--- src/tsc_cfg.svh ---
// Register offsets, field positions, reset values and fixed codes of the touch register bank
`ifndef TSC_CFG_SVH
`define TSC_CFG_SVH

`define TSC_OFS_FILTER      8'h56
`define TSC_OFS_SLOT0       8'h5c
`define TSC_OFS_SLOT1       8'h5d
`define TSC_OFS_THRESH0     8'h66
`define TSC_OFS_THRESH1     8'h67
`define TSC_OFS_CURRENT0    8'h70
`define TSC_OFS_CURRENT1    8'h71
`define TSC_OFS_LOCK        8'h79
`define TSC_OFS_PART        8'h7a
`define TSC_OFS_CONDITION   8'h7b
`define TSC_OFS_ADDRESS     8'h7c

`define TSC_BIT_BASE_RST    7
`define TSC_BIT_BUS_DROP    5
`define TSC_BIT_AVG_EN      4

`define TSC_RST_BUS_DROP    1'h1
`define TSC_RST_SLOT0       1'h0
`define TSC_RST_SLOT1       1'h1
`define TSC_RST_THRESH      8'h64
`define TSC_RST_CURRENT     8'h0a
`define TSC_RST_LOCK        1'h0

`define TSC_UNLOCK_B0       8'h3c
`define TSC_UNLOCK_B1       8'ha5
`define TSC_UNLOCK_B2       8'h69
`define TSC_LOCK_B0         8'h96
`define TSC_LOCK_B1         8'h5a
`define TSC_LOCK_B2         8'hc3

// Part codes: arbitrary neutral values
`define TSC_PART_ONE        8'ha1
`define TSC_PART_TWO        8'ha2

`endif

--- src/tsc_pkg.sv ---
// Types shared by the touch register bank and its surroundings
package tsc_pkg;

  typedef struct packed {
    logic       baseline_reset_all;
    logic       bus_activity_sample_drop;
    logic       average_filter_enable;
    logic [1:0] average_depth_select;
  } tsc_filter_t;

  typedef struct packed {
    logic [1:0] supply_level_code;
    logic       internal_reset_flag;
    logic       factory_defaults_loaded;
    logic       store_inhibit_low_supply;
    logic       sensing_enabled;
    logic       output_block_enabled;
  } tsc_condition_t;

  typedef enum logic [1:0] {
    TSC_SEQ_IDLE,
    TSC_SEQ_ONE,
    TSC_SEQ_TWO
  } tsc_seq_t;

endpackage

--- src/tsc_regs.sv ---
// Configuration and status register bank of the capacitive touch controller
//
// Summary of operation
// - Writing one to baseline_reset_all resets all baselines; the bit self-clears.
// - bus_activity_sample_drop, reset one, discards samples scanned during bus traffic.
// - average_filter_enable turns raw-count averaging on; zero passes samples straight.
// - average_depth_select 00/01/10/11 averages 2/4/8/16 samples.
// - scan_slot bit 0 sets scan order, setup-mode writes only, slot 1 resets one.
// - Each input has its own touch_threshold, reset 64 hex, valid 3 to 255; values 0 to 2 are stored as written.
// - sense_current_setting takes 1 to 255; writing zero stores default 10.
// - Bytes 3C, A5, 69 to the lock register unlock address changes.
// - Bytes 96, 5A, C3 to the lock register lock address changes.
// - Address register writes are ignored while address access is locked.
// - A new address is used for matching only after locking again.
// - Lock register bit 0 reads address_lock_state, 0 unlocked, 1 locked, reset 0.
// - Read-only part_code tells the one-button variant from the two-button one.
// - Status bits 7:6 give supply level: 00 5 V, 01 3.3 V, 10 2.7 V.
// - Status bit 5 reads one when the last reset was internally generated.
// - Status bit 4 shows whether factory defaults were loaded at power-up.
// - factory_defaults_loaded reads 0 for user, 1 for factory configuration.
// - store_inhibit_low_supply reads one when supply is too low to store.
// - sensing_enabled reads 1 while capacitive sensing is active.
// - output_block_enabled reads 1 while the digital output block is active.
`timescale 1ns/1ps
`include "tsc_cfg.svh"

module tsc_regs (
  // Clock and reset
  input  wire logic                    ref_clk,
  input  wire logic                    rst_b,
  // Byte register port from the serial slave engine
  input  wire logic                    reg_wr,
  input  wire logic                    reg_rd,
  input  wire logic [7:0]              reg_addr,
  input  wire logic [7:0]              reg_wdata,
  output logic      [7:0]              reg_rdata,
  // Device state
  input  wire logic                    setup_mode,
  input  wire logic                    two_button,
  input  wire logic                    bus_busy,
  input  wire tsc_pkg::tsc_condition_t condition,
  // Raw scan samples in, filtered counts out
  input  wire logic                    sample_valid,
  input  wire logic [15:0]             sample_raw,
  output logic                         count_valid,
  output logic      [15:0]             count_value,
  // Configuration to the sensing core
  output logic                         baseline_reset_pulse,
  output logic      [1:0]              scan_slot,
  output logic      [7:0]              touch_threshold_0,
  output logic      [7:0]              touch_threshold_1,
  output logic      [7:0]              sense_current_0,
  output logic      [7:0]              sense_current_1,
  // Slave address update
  output logic                         address_lock_state,
  output logic                         address_write,
  output logic      [7:0]              address_data,
  output logic                         address_commit
);

  // Number of samples per average for a depth code
  function automatic logic [4:0] avg_len(input logic [1:0] depth);
    avg_len = 5'h02 << depth;
  endfunction

  // Zero is not a legal current, so it falls back to the default
  function automatic logic [7:0] current_fix(input logic [7:0] value);
    current_fix = (value == 8'h00) ? `TSC_RST_CURRENT : value;
  endfunction

  tsc_pkg::tsc_filter_t filter;
  tsc_pkg::tsc_seq_t    seq_step;
  logic                 seq_unlock;
  logic                 scan_busy;
  logic [19:0]          avg_sum;
  logic [4:0]           avg_cnt;

  // Write decode
  wire wr_filter  = reg_wr && (reg_addr == `TSC_OFS_FILTER);
  wire wr_slot0   = reg_wr && (reg_addr == `TSC_OFS_SLOT0) && setup_mode;
  wire wr_slot1   = reg_wr && (reg_addr == `TSC_OFS_SLOT1) && setup_mode && two_button;
  wire wr_thr0    = reg_wr && (reg_addr == `TSC_OFS_THRESH0);
  wire wr_thr1    = reg_wr && (reg_addr == `TSC_OFS_THRESH1) && two_button;
  wire wr_cur0    = reg_wr && (reg_addr == `TSC_OFS_CURRENT0);
  wire wr_cur1    = reg_wr && (reg_addr == `TSC_OFS_CURRENT1) && two_button;
  wire wr_lock    = reg_wr && (reg_addr == `TSC_OFS_LOCK);
  wire wr_address = reg_wr && (reg_addr == `TSC_OFS_ADDRESS) && !address_lock_state;

  // Lock sequencer decode
  wire is_unlock0 = reg_wdata == `TSC_UNLOCK_B0;
  wire is_lock0   = reg_wdata == `TSC_LOCK_B0;
  wire mid_ok     = reg_wdata == (seq_unlock ? `TSC_UNLOCK_B1 : `TSC_LOCK_B1);
  wire end_ok     = reg_wdata == (seq_unlock ? `TSC_UNLOCK_B2 : `TSC_LOCK_B2);
  wire seq_done   = wr_lock && (seq_step == tsc_pkg::TSC_SEQ_TWO) && end_ok;
  wire seq_start  = is_unlock0 || is_lock0;

  tsc_pkg::tsc_seq_t next_seq_step;
  always_comb
  begin
    next_seq_step = seq_step;
    if (wr_lock)
    begin
      case (seq_step)
        tsc_pkg::TSC_SEQ_IDLE: next_seq_step = seq_start ? tsc_pkg::TSC_SEQ_ONE
                                                         : tsc_pkg::TSC_SEQ_IDLE;
        tsc_pkg::TSC_SEQ_ONE:  next_seq_step = mid_ok ? tsc_pkg::TSC_SEQ_TWO
                                              : (seq_start ? tsc_pkg::TSC_SEQ_ONE
                                                           : tsc_pkg::TSC_SEQ_IDLE);
        // A wrong byte restarts, but may itself open a new sequence
        tsc_pkg::TSC_SEQ_TWO:  next_seq_step = (!end_ok && seq_start) ? tsc_pkg::TSC_SEQ_ONE
                                                                      : tsc_pkg::TSC_SEQ_IDLE;
        default:               next_seq_step = tsc_pkg::TSC_SEQ_IDLE;
      endcase
    end
  end

  wire restart_kind = wr_lock && seq_start &&
                      (next_seq_step == tsc_pkg::TSC_SEQ_ONE);

  always_ff @(posedge ref_clk or negedge rst_b)
  begin
    if (!rst_b)
    begin
      seq_step   <= tsc_pkg::TSC_SEQ_IDLE;
      seq_unlock <= 1'h0;
    end
    else
    begin
      seq_step <= next_seq_step;
      if (restart_kind)
        seq_unlock <= is_unlock0;
    end
  end

  always_ff @(posedge ref_clk or negedge rst_b)
  begin
    if (!rst_b)
    begin
      address_lock_state <= `TSC_RST_LOCK;
      address_commit     <= 1'h0;
    end
    else
    begin
      if (seq_done)
        address_lock_state <= !seq_unlock;
      // Staged address goes live only when a lock completes
      address_commit <= seq_done && !seq_unlock;
    end
  end

  always_ff @(posedge ref_clk or negedge rst_b)
  begin
    if (!rst_b)
    begin
      address_write <= 1'h0;
      address_data  <= 8'h00;
    end
    else
    begin
      address_write <= wr_address;
      if (wr_address)
        address_data <= reg_wdata;
    end
  end

  // Filter control; bit 7 holds for one cycle then clears itself
  always_ff @(posedge ref_clk or negedge rst_b)
  begin
    if (!rst_b)
    begin
      filter               <= '{1'h0, `TSC_RST_BUS_DROP, 1'h0, 2'h0};
      baseline_reset_pulse <= 1'h0;
    end
    else
    begin
      filter.baseline_reset_all <= wr_filter && reg_wdata[`TSC_BIT_BASE_RST];
      baseline_reset_pulse      <= wr_filter && reg_wdata[`TSC_BIT_BASE_RST];
      if (wr_filter)
      begin
        filter.bus_activity_sample_drop <= reg_wdata[`TSC_BIT_BUS_DROP];
        filter.average_filter_enable    <= reg_wdata[`TSC_BIT_AVG_EN];
        filter.average_depth_select     <= reg_wdata[1:0];
      end
    end
  end

  // Per-input settings
  always_ff @(posedge ref_clk or negedge rst_b)
  begin
    if (!rst_b)
    begin
      scan_slot         <= {`TSC_RST_SLOT1, `TSC_RST_SLOT0};
      touch_threshold_0 <= `TSC_RST_THRESH;
      touch_threshold_1 <= `TSC_RST_THRESH;
      sense_current_0   <= `TSC_RST_CURRENT;
      sense_current_1   <= `TSC_RST_CURRENT;
    end
    else
    begin
      // Outside setup mode the slot writes fall away
      if (wr_slot0)
        scan_slot[0] <= reg_wdata[0];
      if (wr_slot1)
        scan_slot[1] <= reg_wdata[0];
      if (wr_thr0)
        touch_threshold_0 <= reg_wdata;
      if (wr_thr1)
        touch_threshold_1 <= reg_wdata;
      if (wr_cur0)
        sense_current_0 <= current_fix(reg_wdata);
      if (wr_cur1)
        sense_current_1 <= current_fix(reg_wdata);
    end
  end

  // Sample filter: bus traffic seen at any point of a scan taints it
  wire sample_drop = filter.bus_activity_sample_drop && (scan_busy || bus_busy);
  wire sample_take = sample_valid && !sample_drop;
  wire [4:0]  avg_target = avg_len(filter.average_depth_select);
  wire [19:0] avg_next   = avg_sum + {4'h0, sample_raw};
  wire        avg_full   = (avg_cnt + 5'h01) == avg_target;
  // Shift is one wider than the code so depth 11 reaches a shift of four
  wire [19:0] avg_mean   = avg_next >> ({1'h0, filter.average_depth_select} + 3'h1);

  always_ff @(posedge ref_clk or negedge rst_b)
  begin
    if (!rst_b)
    begin
      scan_busy   <= 1'h0;
      avg_sum     <= 20'h00000;
      avg_cnt     <= 5'h00;
      count_valid <= 1'h0;
      count_value <= 16'h0000;
    end
    else
    begin
      scan_busy   <= sample_valid ? 1'h0 : (scan_busy || bus_busy);
      count_valid <= 1'h0;
      // A config change restarts the running average
      if (wr_filter || !filter.average_filter_enable)
      begin
        avg_sum <= 20'h00000;
        avg_cnt <= 5'h00;
      end
      if (sample_take && !filter.average_filter_enable)
      begin
        count_valid <= 1'h1;
        count_value <= sample_raw;
      end
      else if (sample_take && !wr_filter)
      begin
        avg_sum <= avg_full ? 20'h00000 : avg_next;
        avg_cnt <= avg_full ? 5'h00 : avg_cnt + 5'h01;
        if (avg_full)
        begin
          count_valid <= 1'h1;
          count_value <= avg_mean[15:0];
        end
      end
    end
  end

  // Read mux; unmapped and absent registers read zero
  wire [7:0] part_code = two_button ? `TSC_PART_TWO : `TSC_PART_ONE;
  wire [7:0] cond_byte = {condition.supply_level_code,
                          condition.internal_reset_flag,
                          condition.factory_defaults_loaded,
                          condition.store_inhibit_low_supply,
                          1'h0,
                          condition.sensing_enabled,
                          condition.output_block_enabled};
  wire [7:0] filt_byte = {filter.baseline_reset_all, 1'h0,
                          filter.bus_activity_sample_drop,
                          filter.average_filter_enable, 2'h0,
                          filter.average_depth_select};

  logic [7:0] next_rdata;
  always_comb
  begin
    case (reg_addr)
      `TSC_OFS_FILTER:    next_rdata = filt_byte;
      `TSC_OFS_SLOT0:     next_rdata = {7'h00, scan_slot[0]};
      `TSC_OFS_SLOT1:     next_rdata = two_button ? {7'h00, scan_slot[1]} : 8'h00;
      `TSC_OFS_THRESH0:   next_rdata = touch_threshold_0;
      `TSC_OFS_THRESH1:   next_rdata = two_button ? touch_threshold_1 : 8'h00;
      `TSC_OFS_CURRENT0:  next_rdata = sense_current_0;
      `TSC_OFS_CURRENT1:  next_rdata = two_button ? sense_current_1 : 8'h00;
      `TSC_OFS_LOCK:      next_rdata = {7'h00, address_lock_state};
      `TSC_OFS_PART:      next_rdata = part_code;
      `TSC_OFS_CONDITION: next_rdata = cond_byte;
      default:            next_rdata = 8'h00;
    endcase
  end

  always_ff @(posedge ref_clk or negedge rst_b)
  begin
    if (!rst_b)
      reg_rdata <= 8'h00;
    else if (reg_rd)
      reg_rdata <= next_rdata;
  end

endmodule // tsc_regs

--- config.mk ---
export PLATFORM = sky130hd
export DESIGN_NAME = tsc_regs
export DESIGN_NICKNAME = d
export VERILOG_FILES = /design/src/tsc_pkg.sv /design/src/tsc_regs.sv
export VERILOG_INCLUDE_DIRS = /design/src /design/src/src
export SDC_FILE = /design/constraint.sdc
export NUM_CORES = 1
export LEC_CHECK = 0
export ABC_CLOCK_PERIOD_IN_PS = 2400
export BUFFER_PORTS_ARGS = -buffer_cell sky130_fd_sc_hd__buf_2
export CORE_MARGIN = 5
export CORE_UTILIZATION = 52
export CTS_BUF_LIST = sky130_fd_sc_hd__clkbuf_4
export DETAILED_ROUTE_END_ITERATION = 6
export PLACE_DENSITY = 0.75
export SETUP_SLACK_MARGIN = 0.05
export SYNTH_ARGS = -nofsm -noshare
export SYNTH_HDL_FRONTEND = slang
export SYNTH_SLANG_ARGS = --single-unit
--- constraint.sdc ---
create_clock -name ref_clk -period 2.4 [get_ports ref_clk]
set_input_delay 0.36 -clock ref_clk [delete_from_list [all_inputs] [get_ports ref_clk]]
set_output_delay 0.36 -clock ref_clk [all_outputs]
set_load 0.01 [all_outputs]
==> metrics.md, run 1 <==
| Metric | Value |
|---|---|
| Outcome | finished with violations |
| Violated checks | setup timing |
| DP HPWL | 13600 µm |
| Hold Crit Class | in -> reg |
| Syn Inst Count | 648 |
| Seq pwr share | 0.538 |
| Switching part of the total | 0.324 |
| Final setup viols | 25 |
| Die height | 120 µm |
| Multi-input gate area | 0.00377 mm² |
| # diodes | 0 |
| Flops & latches, synth | 104 |
| CP Cell Sequence | ha_4, nor4b_1, nor3_2, o41ai_4, and3b_2, nor2_4, buf_12, a22o_1, a211o_1 |
| Clock share of power | 0.274 |
| Slowest-stage cell, CP | nor4b_1 |
| NetSw | 0.00113 W |
| Synth top area share | 0.369 |
| Later-pin clock latency in the skew report | 0.52 ns |
| Fillers | 888 |
| Drt via density | 6.11 |
| Worst VDD drop | 0.000407 V |
| Boundary pin count | 118 |
| Pin count of the biggest net entering global routing | 43 |
| Initial antenna violation count | 0 |
| Fmax | 374 MHz |
| Via count | 6015 |
| GR Util All Layers | 0.262 |
| Starting Density | 0.524 |
| Register area share after synthesis | 0.419 |
| Root Buffer | clkbuf_4 |
| Cell taking the most area after synthesis | dfrtp_1 |
| Layout cells sized above 1 | 0.433 |
| Initial DRT Pass Iterations | 5 |
| Worst path max stage delay | 0.48 ns |
| Num Clock Sinks | 104 |
| DP Worst Slack | -0.324 ns |
| Synth Area per Inst | 9.64 µm² |
| Worst slew pin tran | 0.472 ns |
| Clock-pin slew on the worst setup and hold paths | 0.19 ns |
| Req. time, crit path | 2.83 ns |
| Static leakage | 3.96 nW |
| Synth-to-Final Area Change | 31.1% |
| R2R Setup Slk | -0.28 ns |
| Power per Cell Area | 424 mW/mm² |
| Final worst setup slack | -0.276 ns |
| Hold Path Sink | scan_busy |
| Worst path arrival time | 3.10 ns |
| Num CTS Buffers | 9 |
| CP top delay family | simple AND/OR/NAND/NOR gates |
| Synthesized area | 0.00625 mm² |
| # port buffers | 117 |
| Number of global-route vias before repair | 5865 |
| Worst R2R Path Depth | 9 |
| ANT nets after route | 0 |
| Worst setup EP type | flip-flop |
| Fin. max-slew vios | 0 |
| Synth cell count leaders | dfrtp_1 (92), nand2_1 (83), a21oi_1 (42), nor2_1 (42) |
| CP max FO | 8 |
| Worst Hold Launch | bus_busy |
| RSZ-0062 raised after global routing | true |
| CTS tree | built |
| Final cycle utilization of the critical path | 1.12 |
| Comb pwr share | 0.189 |
| DRT iter0 DRCs | 610 |
| Max-Cap Viols | 0 |
| Reg area | 0.00262 mm² |
| Fin. Hold Viols | 0 |
| Ranking of synthesized cells by area | dfrtp_1 (37%), mux2_2 (6.7%), dfstp_2 (5.0%), nand2_1 (5.0%), ha_1 (3.4%) |
| GP Congestion | 0.869 |
| Critical Path Start | avg_cnt[0] |
| Worst slew margin | 0.681 |
| Clk buf depth | 2 |
| Top_reg_cell synth | dfrtp_1 |
| DRC | 0 |
| Critical path type | reg -> reg |
| Final nets | 898 |
| CP bufs+invs | 1 |
| Critical path depth | 9 |
| Post-route core utilization | 0.688 |
| Gr ovfl total | 0 |
| Reg2reg end | count_value[15] |
| Async SR Flop Fraction | 1.00 |
| Core ar. | 0.0119 mm² |
| Worst Clk Skew | 0.0264 ns |
| Die footprint | 0.0143 mm² |
| Placement Rows | 40 |
| Critical path launch point type | flip-flop |
| Top-count cell post-synth | dfrtp_1 |
| Final worst path period need | 2.68 ns |
| Internal power | 0.00235 W |
| Syn Nets | 713 |
| RR Startpoint | avg_cnt[0] |
| WHS | 0.0726 ns |
| WHS Path Cells | 3 |
| First-pass GRT wire length | 30300 µm |
| Wirelength per Cell | 19.5 µm |
| Final wirelength | 19200 µm |
| Die X | 120 µm |
| Number of enable flip-flop cells after synthesis | 0 |
| H-tree depth | 3 |
| Unique masters post-synth | 74 |
| Syn. warnings | 0 |
-- worst min-delay path, delay by kind of cell --
family / cells / cell delay [ns]
and+or+nand+nor: 2 / 0.11
buffers and inverters: 1 / 0.09
-- metrics by stage --
stage | cells | instance area (µm²) | total power, W | setup TNS [ns]
2_1_floorplan | 648 | 6350 | 0.00219 | -0.0544
3_3_place_gp | 951 | 7510 | 0.00246 | -2.30
3_5_place_dp | 951 | 7510 | 0.00247 | -3.33
4_1_cts | 977 | 7940 | 0.00345 | -1.38
5_1_grt | 985 | 8190 | 0.00362 | -7.77
6_report | 985 | 8190 | 0.00348 | -3.23
-- layout make-up --
class / instances / area share
clock buffers: 9 / 0.00825
clock inverters: 7 / 0.00855
inverters: 14 / 0.00687
multi-input cells: 489 / 0.461
flip-flops and latches: 104 / 0.320
well taps: 147 / 0.0225
repair buffers: 215 / 0.173
-- how the worst max path moves through the flow --
| stage | endpoint | slack, ns |
|---|---|---|
| 6_report | count_value[15] | -0.28 |
| 5_1_grt | count_value[15] | -0.42 |
| 4_1_cts | count_value[15] | -0.18 |
| 3_5_place_dp | count_value[15] | -0.32 |
| 3_3_place_gp | count_value[15] | -0.30 |
| 2_1_floorplan | count_value[15] | -0.04 |
-- registers in the layout, summed over array words and instances (netlist names), 2 cells and up --
name	count
reg_rdata	8
address_data	8
count_value	16
avg_sum	20
touch_threshold_0	8
avg_cnt	5
filt_byte	5
touch_threshold_1	8
scan_slot	2
seq_step	2
sense_current_1	8
sense_current_0	8
-- repair_timing --
item / 4_1_cts / 5_1_grt
gates cloned: 1 / 0
pin swaps: 21 / 25
resized for setup: 42 / 43
setup endpoints to repair: 27 / 41
hold endpoints to repair: 27 / 0
hold buffers: 2 / 0
buffers inserted: 8 / 9
-- layer usage --
| layer | vias to the layer above | GRT usage | share of wire |
|---|---|---|---|
| met4 | 0 | 0.0766 | 0.023 |
| li1 | 2754 | - | - |
| met2 | 276 | 0.445 | 0.50 |
| met1 | 2948 | 0.335 | 0.40 |
| met3 | 37 | 0.0584 | 0.074 |
| met5 | - | 0 | 0 |
-- placed cells by master (no fill, tap or decap), types with 4 or more instances in the layout --
cell type	instances
a211o_1	6
a211oi_1	4
a21o_1	11
a21oi_1	30
a21oi_2	12
a221o_1	4
a222oi_1	7
a22o_1	14
a31oi_1	4
and3_1	9
buf_2	116
buf_4	85
buf_6	7
clkbuf_4	9
dfrtp_1	90
dfstp_2	12
ha_1	12
ha_4	5
inv_1	11
mux2_2	36
mux2i_1	6
nand2_1	79
nand2b_1	4
nand3_1	13
nand4_1	5
nor2_1	40
nor2b_1	8
nor3_1	13
nor4bb_1	4
o21a_1	5
o21ai_0	25
o21ai_1	9
o21ai_2	5
o22ai_1	10
xor2_1	8
-- cell families after synthesis --
family	Yosys count	synth area share
AND/OR/NAND/NOR	222	0.181
AO/OA/AOI/OAI	183	0.200
flip-flops	104	0.419
buffers and inverters	55	0.0471
multiplexers	47	0.0887
XOR/XNOR	19	0.0266
adder cells (fa/ha/maj)	18	0.0373
-- power by group through the flow --
stage | registers, W | logic, W | clock network, W
floorplan | 0.00192 | 0.000277 | 0
global route | 0.00188 | 0.000707 | 0.00104
CTS | 0.00187 | 0.000616 | 0.000965
detailed placement | 0.00190 | 0.000578 | 0
finish | 0.00187 | 0.000656 | 0.000951
global placement | 0.00189 | 0.000564 | 0
Note: power is estimated with default switching activity, not from simulation.
==> inputs of run 2 (changes only) <==
Settings changed: ABC_CLOCK_PERIOD_IN_PS 2400 to 2340, CAP_MARGIN from default to 20.
Clock period 2.4 ns to 2.34 ns, I/O delays scaled along.
==> run 2 against run 1 <==
The flow still finishes with violations (setup timing). Worst hold slack is essentially flat. Utilization grew 0.84 points. Register-to-register slack lost 0.03 ns. Via count grew 1.8%. Clock skew grew 0.0039 ns. Global-route usage grew 0.29 points. Largest power group unchanged. Highest routed layer unchanged.
==> metrics.md, run 2 (synthesized netlist as in run 1, its figures left out) <==
| Metric | Value |
|---|---|
| Outcome | finished with violations |
| Violated checks | setup timing |
| Die footprint | 0.0143 mm² (unchanged) |
| Most common cell after layout, fill and taps aside | buf_2 |
| H-tree depth | 3 (unchanged) |
| Final setup viols | 35 (+40%) |
| Fin. max-slew vios | 0 (unchanged) |
| Met1 usage | 0.333 (-0.00213) |
| Root Buffer | clkbuf_4 |
| Num Clock Sinks | 104 (unchanged) |
| Number of global-route vias before repair | 6120 (+4.3%) |
| Layout cells sized above 1 | 0.442 (+0.00852) |
| Worst VDD drop | 0.000452 V (+11%) |
| Pin count of the biggest net entering global routing | 66 (+53%) |
| Initial DRT Pass Iterations | 6 (+1) |
| RR Startpoint | avg_cnt[1] |
| Boundary pin count | 118 (unchanged) |
| Slowest-stage cell, CP | dfrtp_1 |
| Hold Crit Class | in -> reg |
| Clock-pin slew on the worst setup and hold paths | 0.17 ns (-0.02 ns) |
| First-pass GRT wire length | 30600 µm (+0.86%) |
| Power per Cell Area | 437 mW/mm² (+3.0%) |
| Worst slew pin tran | 0.545 ns (+0.0730 ns) |
| Worst path arrival time | 3.06 ns (-0.04 ns) |
| Final cycle utilization of the critical path | 1.13 (+0.0164) |
| CP Cell Sequence | ha_4, buf_6, nand4b_1, mux2i_1, nor3_2, o41ai_4, buf_4, and3b_2, nor2_4, buf_6, a31oi_4, a211o_1 |
| Starting Density | 0.524 (unchanged) |
| Worst slew margin | 0.636 (-0.0442) |
| Worst setup EP type | flip-flop |
| CTS tree | built |
| Fmax | 378 MHz (+1.1%) |
| WHS Path Cells | 3 (unchanged) |
| Fillers | 875 (-1.5%) |
| Placement Rows | 40 (unchanged) |
| Reg2reg end | count_value[12] |
| Global Route met3 Usage | 0.0584 (unchanged) |
| Wirelength per Cell | 19.5 µm (+0.34%) |
| Static leakage | 4.02 nW (+1.6%) |
| Final wirelength | 19500 µm (+1.6%) |
| Max-Cap Viols | 0 (unchanged) |
| RSZ-0062 raised after global routing | true |
| Initial antenna violation count | 1 (+1) |
| Max reg flops | 20 (unchanged) |
| R2R Setup Slk | -0.31 ns (-0.03 ns) |
| DP Worst Slack | -0.426 ns (-0.102 ns) |
| GR Util All Layers | 0.265 (+0.00289) |
| Drt via density | 6.14 (+0.55%) |
| Critical path type | reg -> reg |
| Worst path max stage delay | 0.46 ns (-0.02 ns) |
| Gr ovfl total | 0 (unchanged) |
| Clk buf depth | 2 (unchanged) |
| ANT nets after route | 0 (unchanged) |
| Synth-to-Final Area Change | 32.8% |
| Post-route insts no fill | 997 (+1.2%) |
| Met2 usage | 0.445 (unchanged) |
| DRC | 0 (unchanged) |
| Num CTS Buffers | 9 (unchanged) |
| Critical path depth | 12 (+3) |
| Critical path launch point type | flip-flop |
| DRT iter0 DRCs | 577 (-5.4%) |
| Final worst setup slack | -0.308 ns (-0.0314 ns) |
| CP top delay family | simple AND/OR/NAND/NOR gates |
| Die X | 120 µm (unchanged) |
| Core ar. | 0.0119 mm² (unchanged) |
| Die height | 120 µm (unchanged) |
| DP HPWL | 14000 µm (+2.5%) |
| Placed cells | 955 (+0.42%) |
| CP max FO | 7 (-1) |
| Multi-input gate area | 0.00378 mm² (+0.17%) |
| Most used cell along the critical path | buf_6 |
| Via count | 6122 (+1.8%) |
| Leading registers by flop count | avg_sum: 20 flops, count_value: 16 flops |
| CP bufs+invs | 3 (+2) |
| Reg with most FFs | avg_sum |
| Req. time, crit path | 2.75 ns (-0.08 ns) |
| # port buffers | 117 (unchanged) |
| Later-pin clock latency in the skew report | 0.51 ns (about the same) |
| Reg area | 0.00262 mm² (about the same) |
| Worst R2R Path Depth | 12 (+3) |
| Final worst path period need | 2.65 ns (-0.0286 ns) |
| Final nets | 909 (+1.2%) |
| Most frequent cells in the layout | buf_2 (116), dfrtp_1 (92), buf_4 (92), nand2_1 (80), nor2_1 (40) |
| Top Usage Layer GRT | met2 |
| Critical Path Start | avg_cnt[1] |
| Worst Clk Skew | 0.0303 ns (+0.00389 ns) |
| Fin. Hold Viols | 0 (unchanged) |
| GP Congestion | 0.898 (+3.3%) |
| Worst Setup EP | count_value[12] |
[run 2: final cells by class]
class	instances	share of cell area
timing repair buffer	226	0.181
sequential	104	0.316
multi-input combinational	489	0.456
tap	147	0.0222
inverter	14	0.00664
antenna	1	0.000302
clock inverter	7	0.0106
clock buffer	9	0.00815
[run 2: through the flow]
step | util | power [W] | hold WS, ns | cell area (µm²) | TNS [ns]
finish | 0.696 | 0.00362 | 0.0730 | 8290 | -4.95
global route | 0.696 | 0.00377 | 0.0672 | 8290 | -8.53
detailed placement | 0.632 | 0.00254 | 0.367 | 7530 | -10.22
CTS | 0.665 | 0.00357 | 0.0645 | 7920 | -4.88
floorplan | - | 0.00225 | 0.0554 | 6340 | -0.498
global placement | 0.632 | 0.00252 | 0.358 | 7530 | -6.98
[run 2: timing repair]
item,in CTS,in global routing
pin swaps,18,29
gates resized for setup,30,68
hold buffers,2,0
endpoints found under the hold margin,38,0
buffers inserted,10,14
setup endpoints to repair,38,40
gates cloned,0,0
[run 2: per-layer routing]
metal,share of wire,vias to the layer above
met3,0.069,61
met1,0.39,2979
li1,-,2769
met4,0.036,0
met2,0.50,313
met5,0,-
[run 2: tightest hold or removal path, cell delays in order]
cell and delay [ns]:
buf_2 0.09, nor2_1 0.04, nor2_1 0.07
[run 2: worst min path at each step]
stage	from	to
2_1_floorplan	rst_b	address_commit
3_3_place_gp	rst_b	avg_sum[10]
3_5_place_dp	rst_b	avg_sum[10]
4_1_cts	bus_busy	scan_busy
5_1_grt	bus_busy	scan_busy
6_report	bus_busy	scan_busy
[run 2: report_power, final]
| part | total (W) | internal [W] | switching, W |
|---|---|---|---|
| combinational | 0.000673 | 0.000288 | 0.000385 |
| sequential | 0.00192 | 0.00187 | 0.0000470 |
| clock | 0.00103 | 0.000348 | 0.000686 |
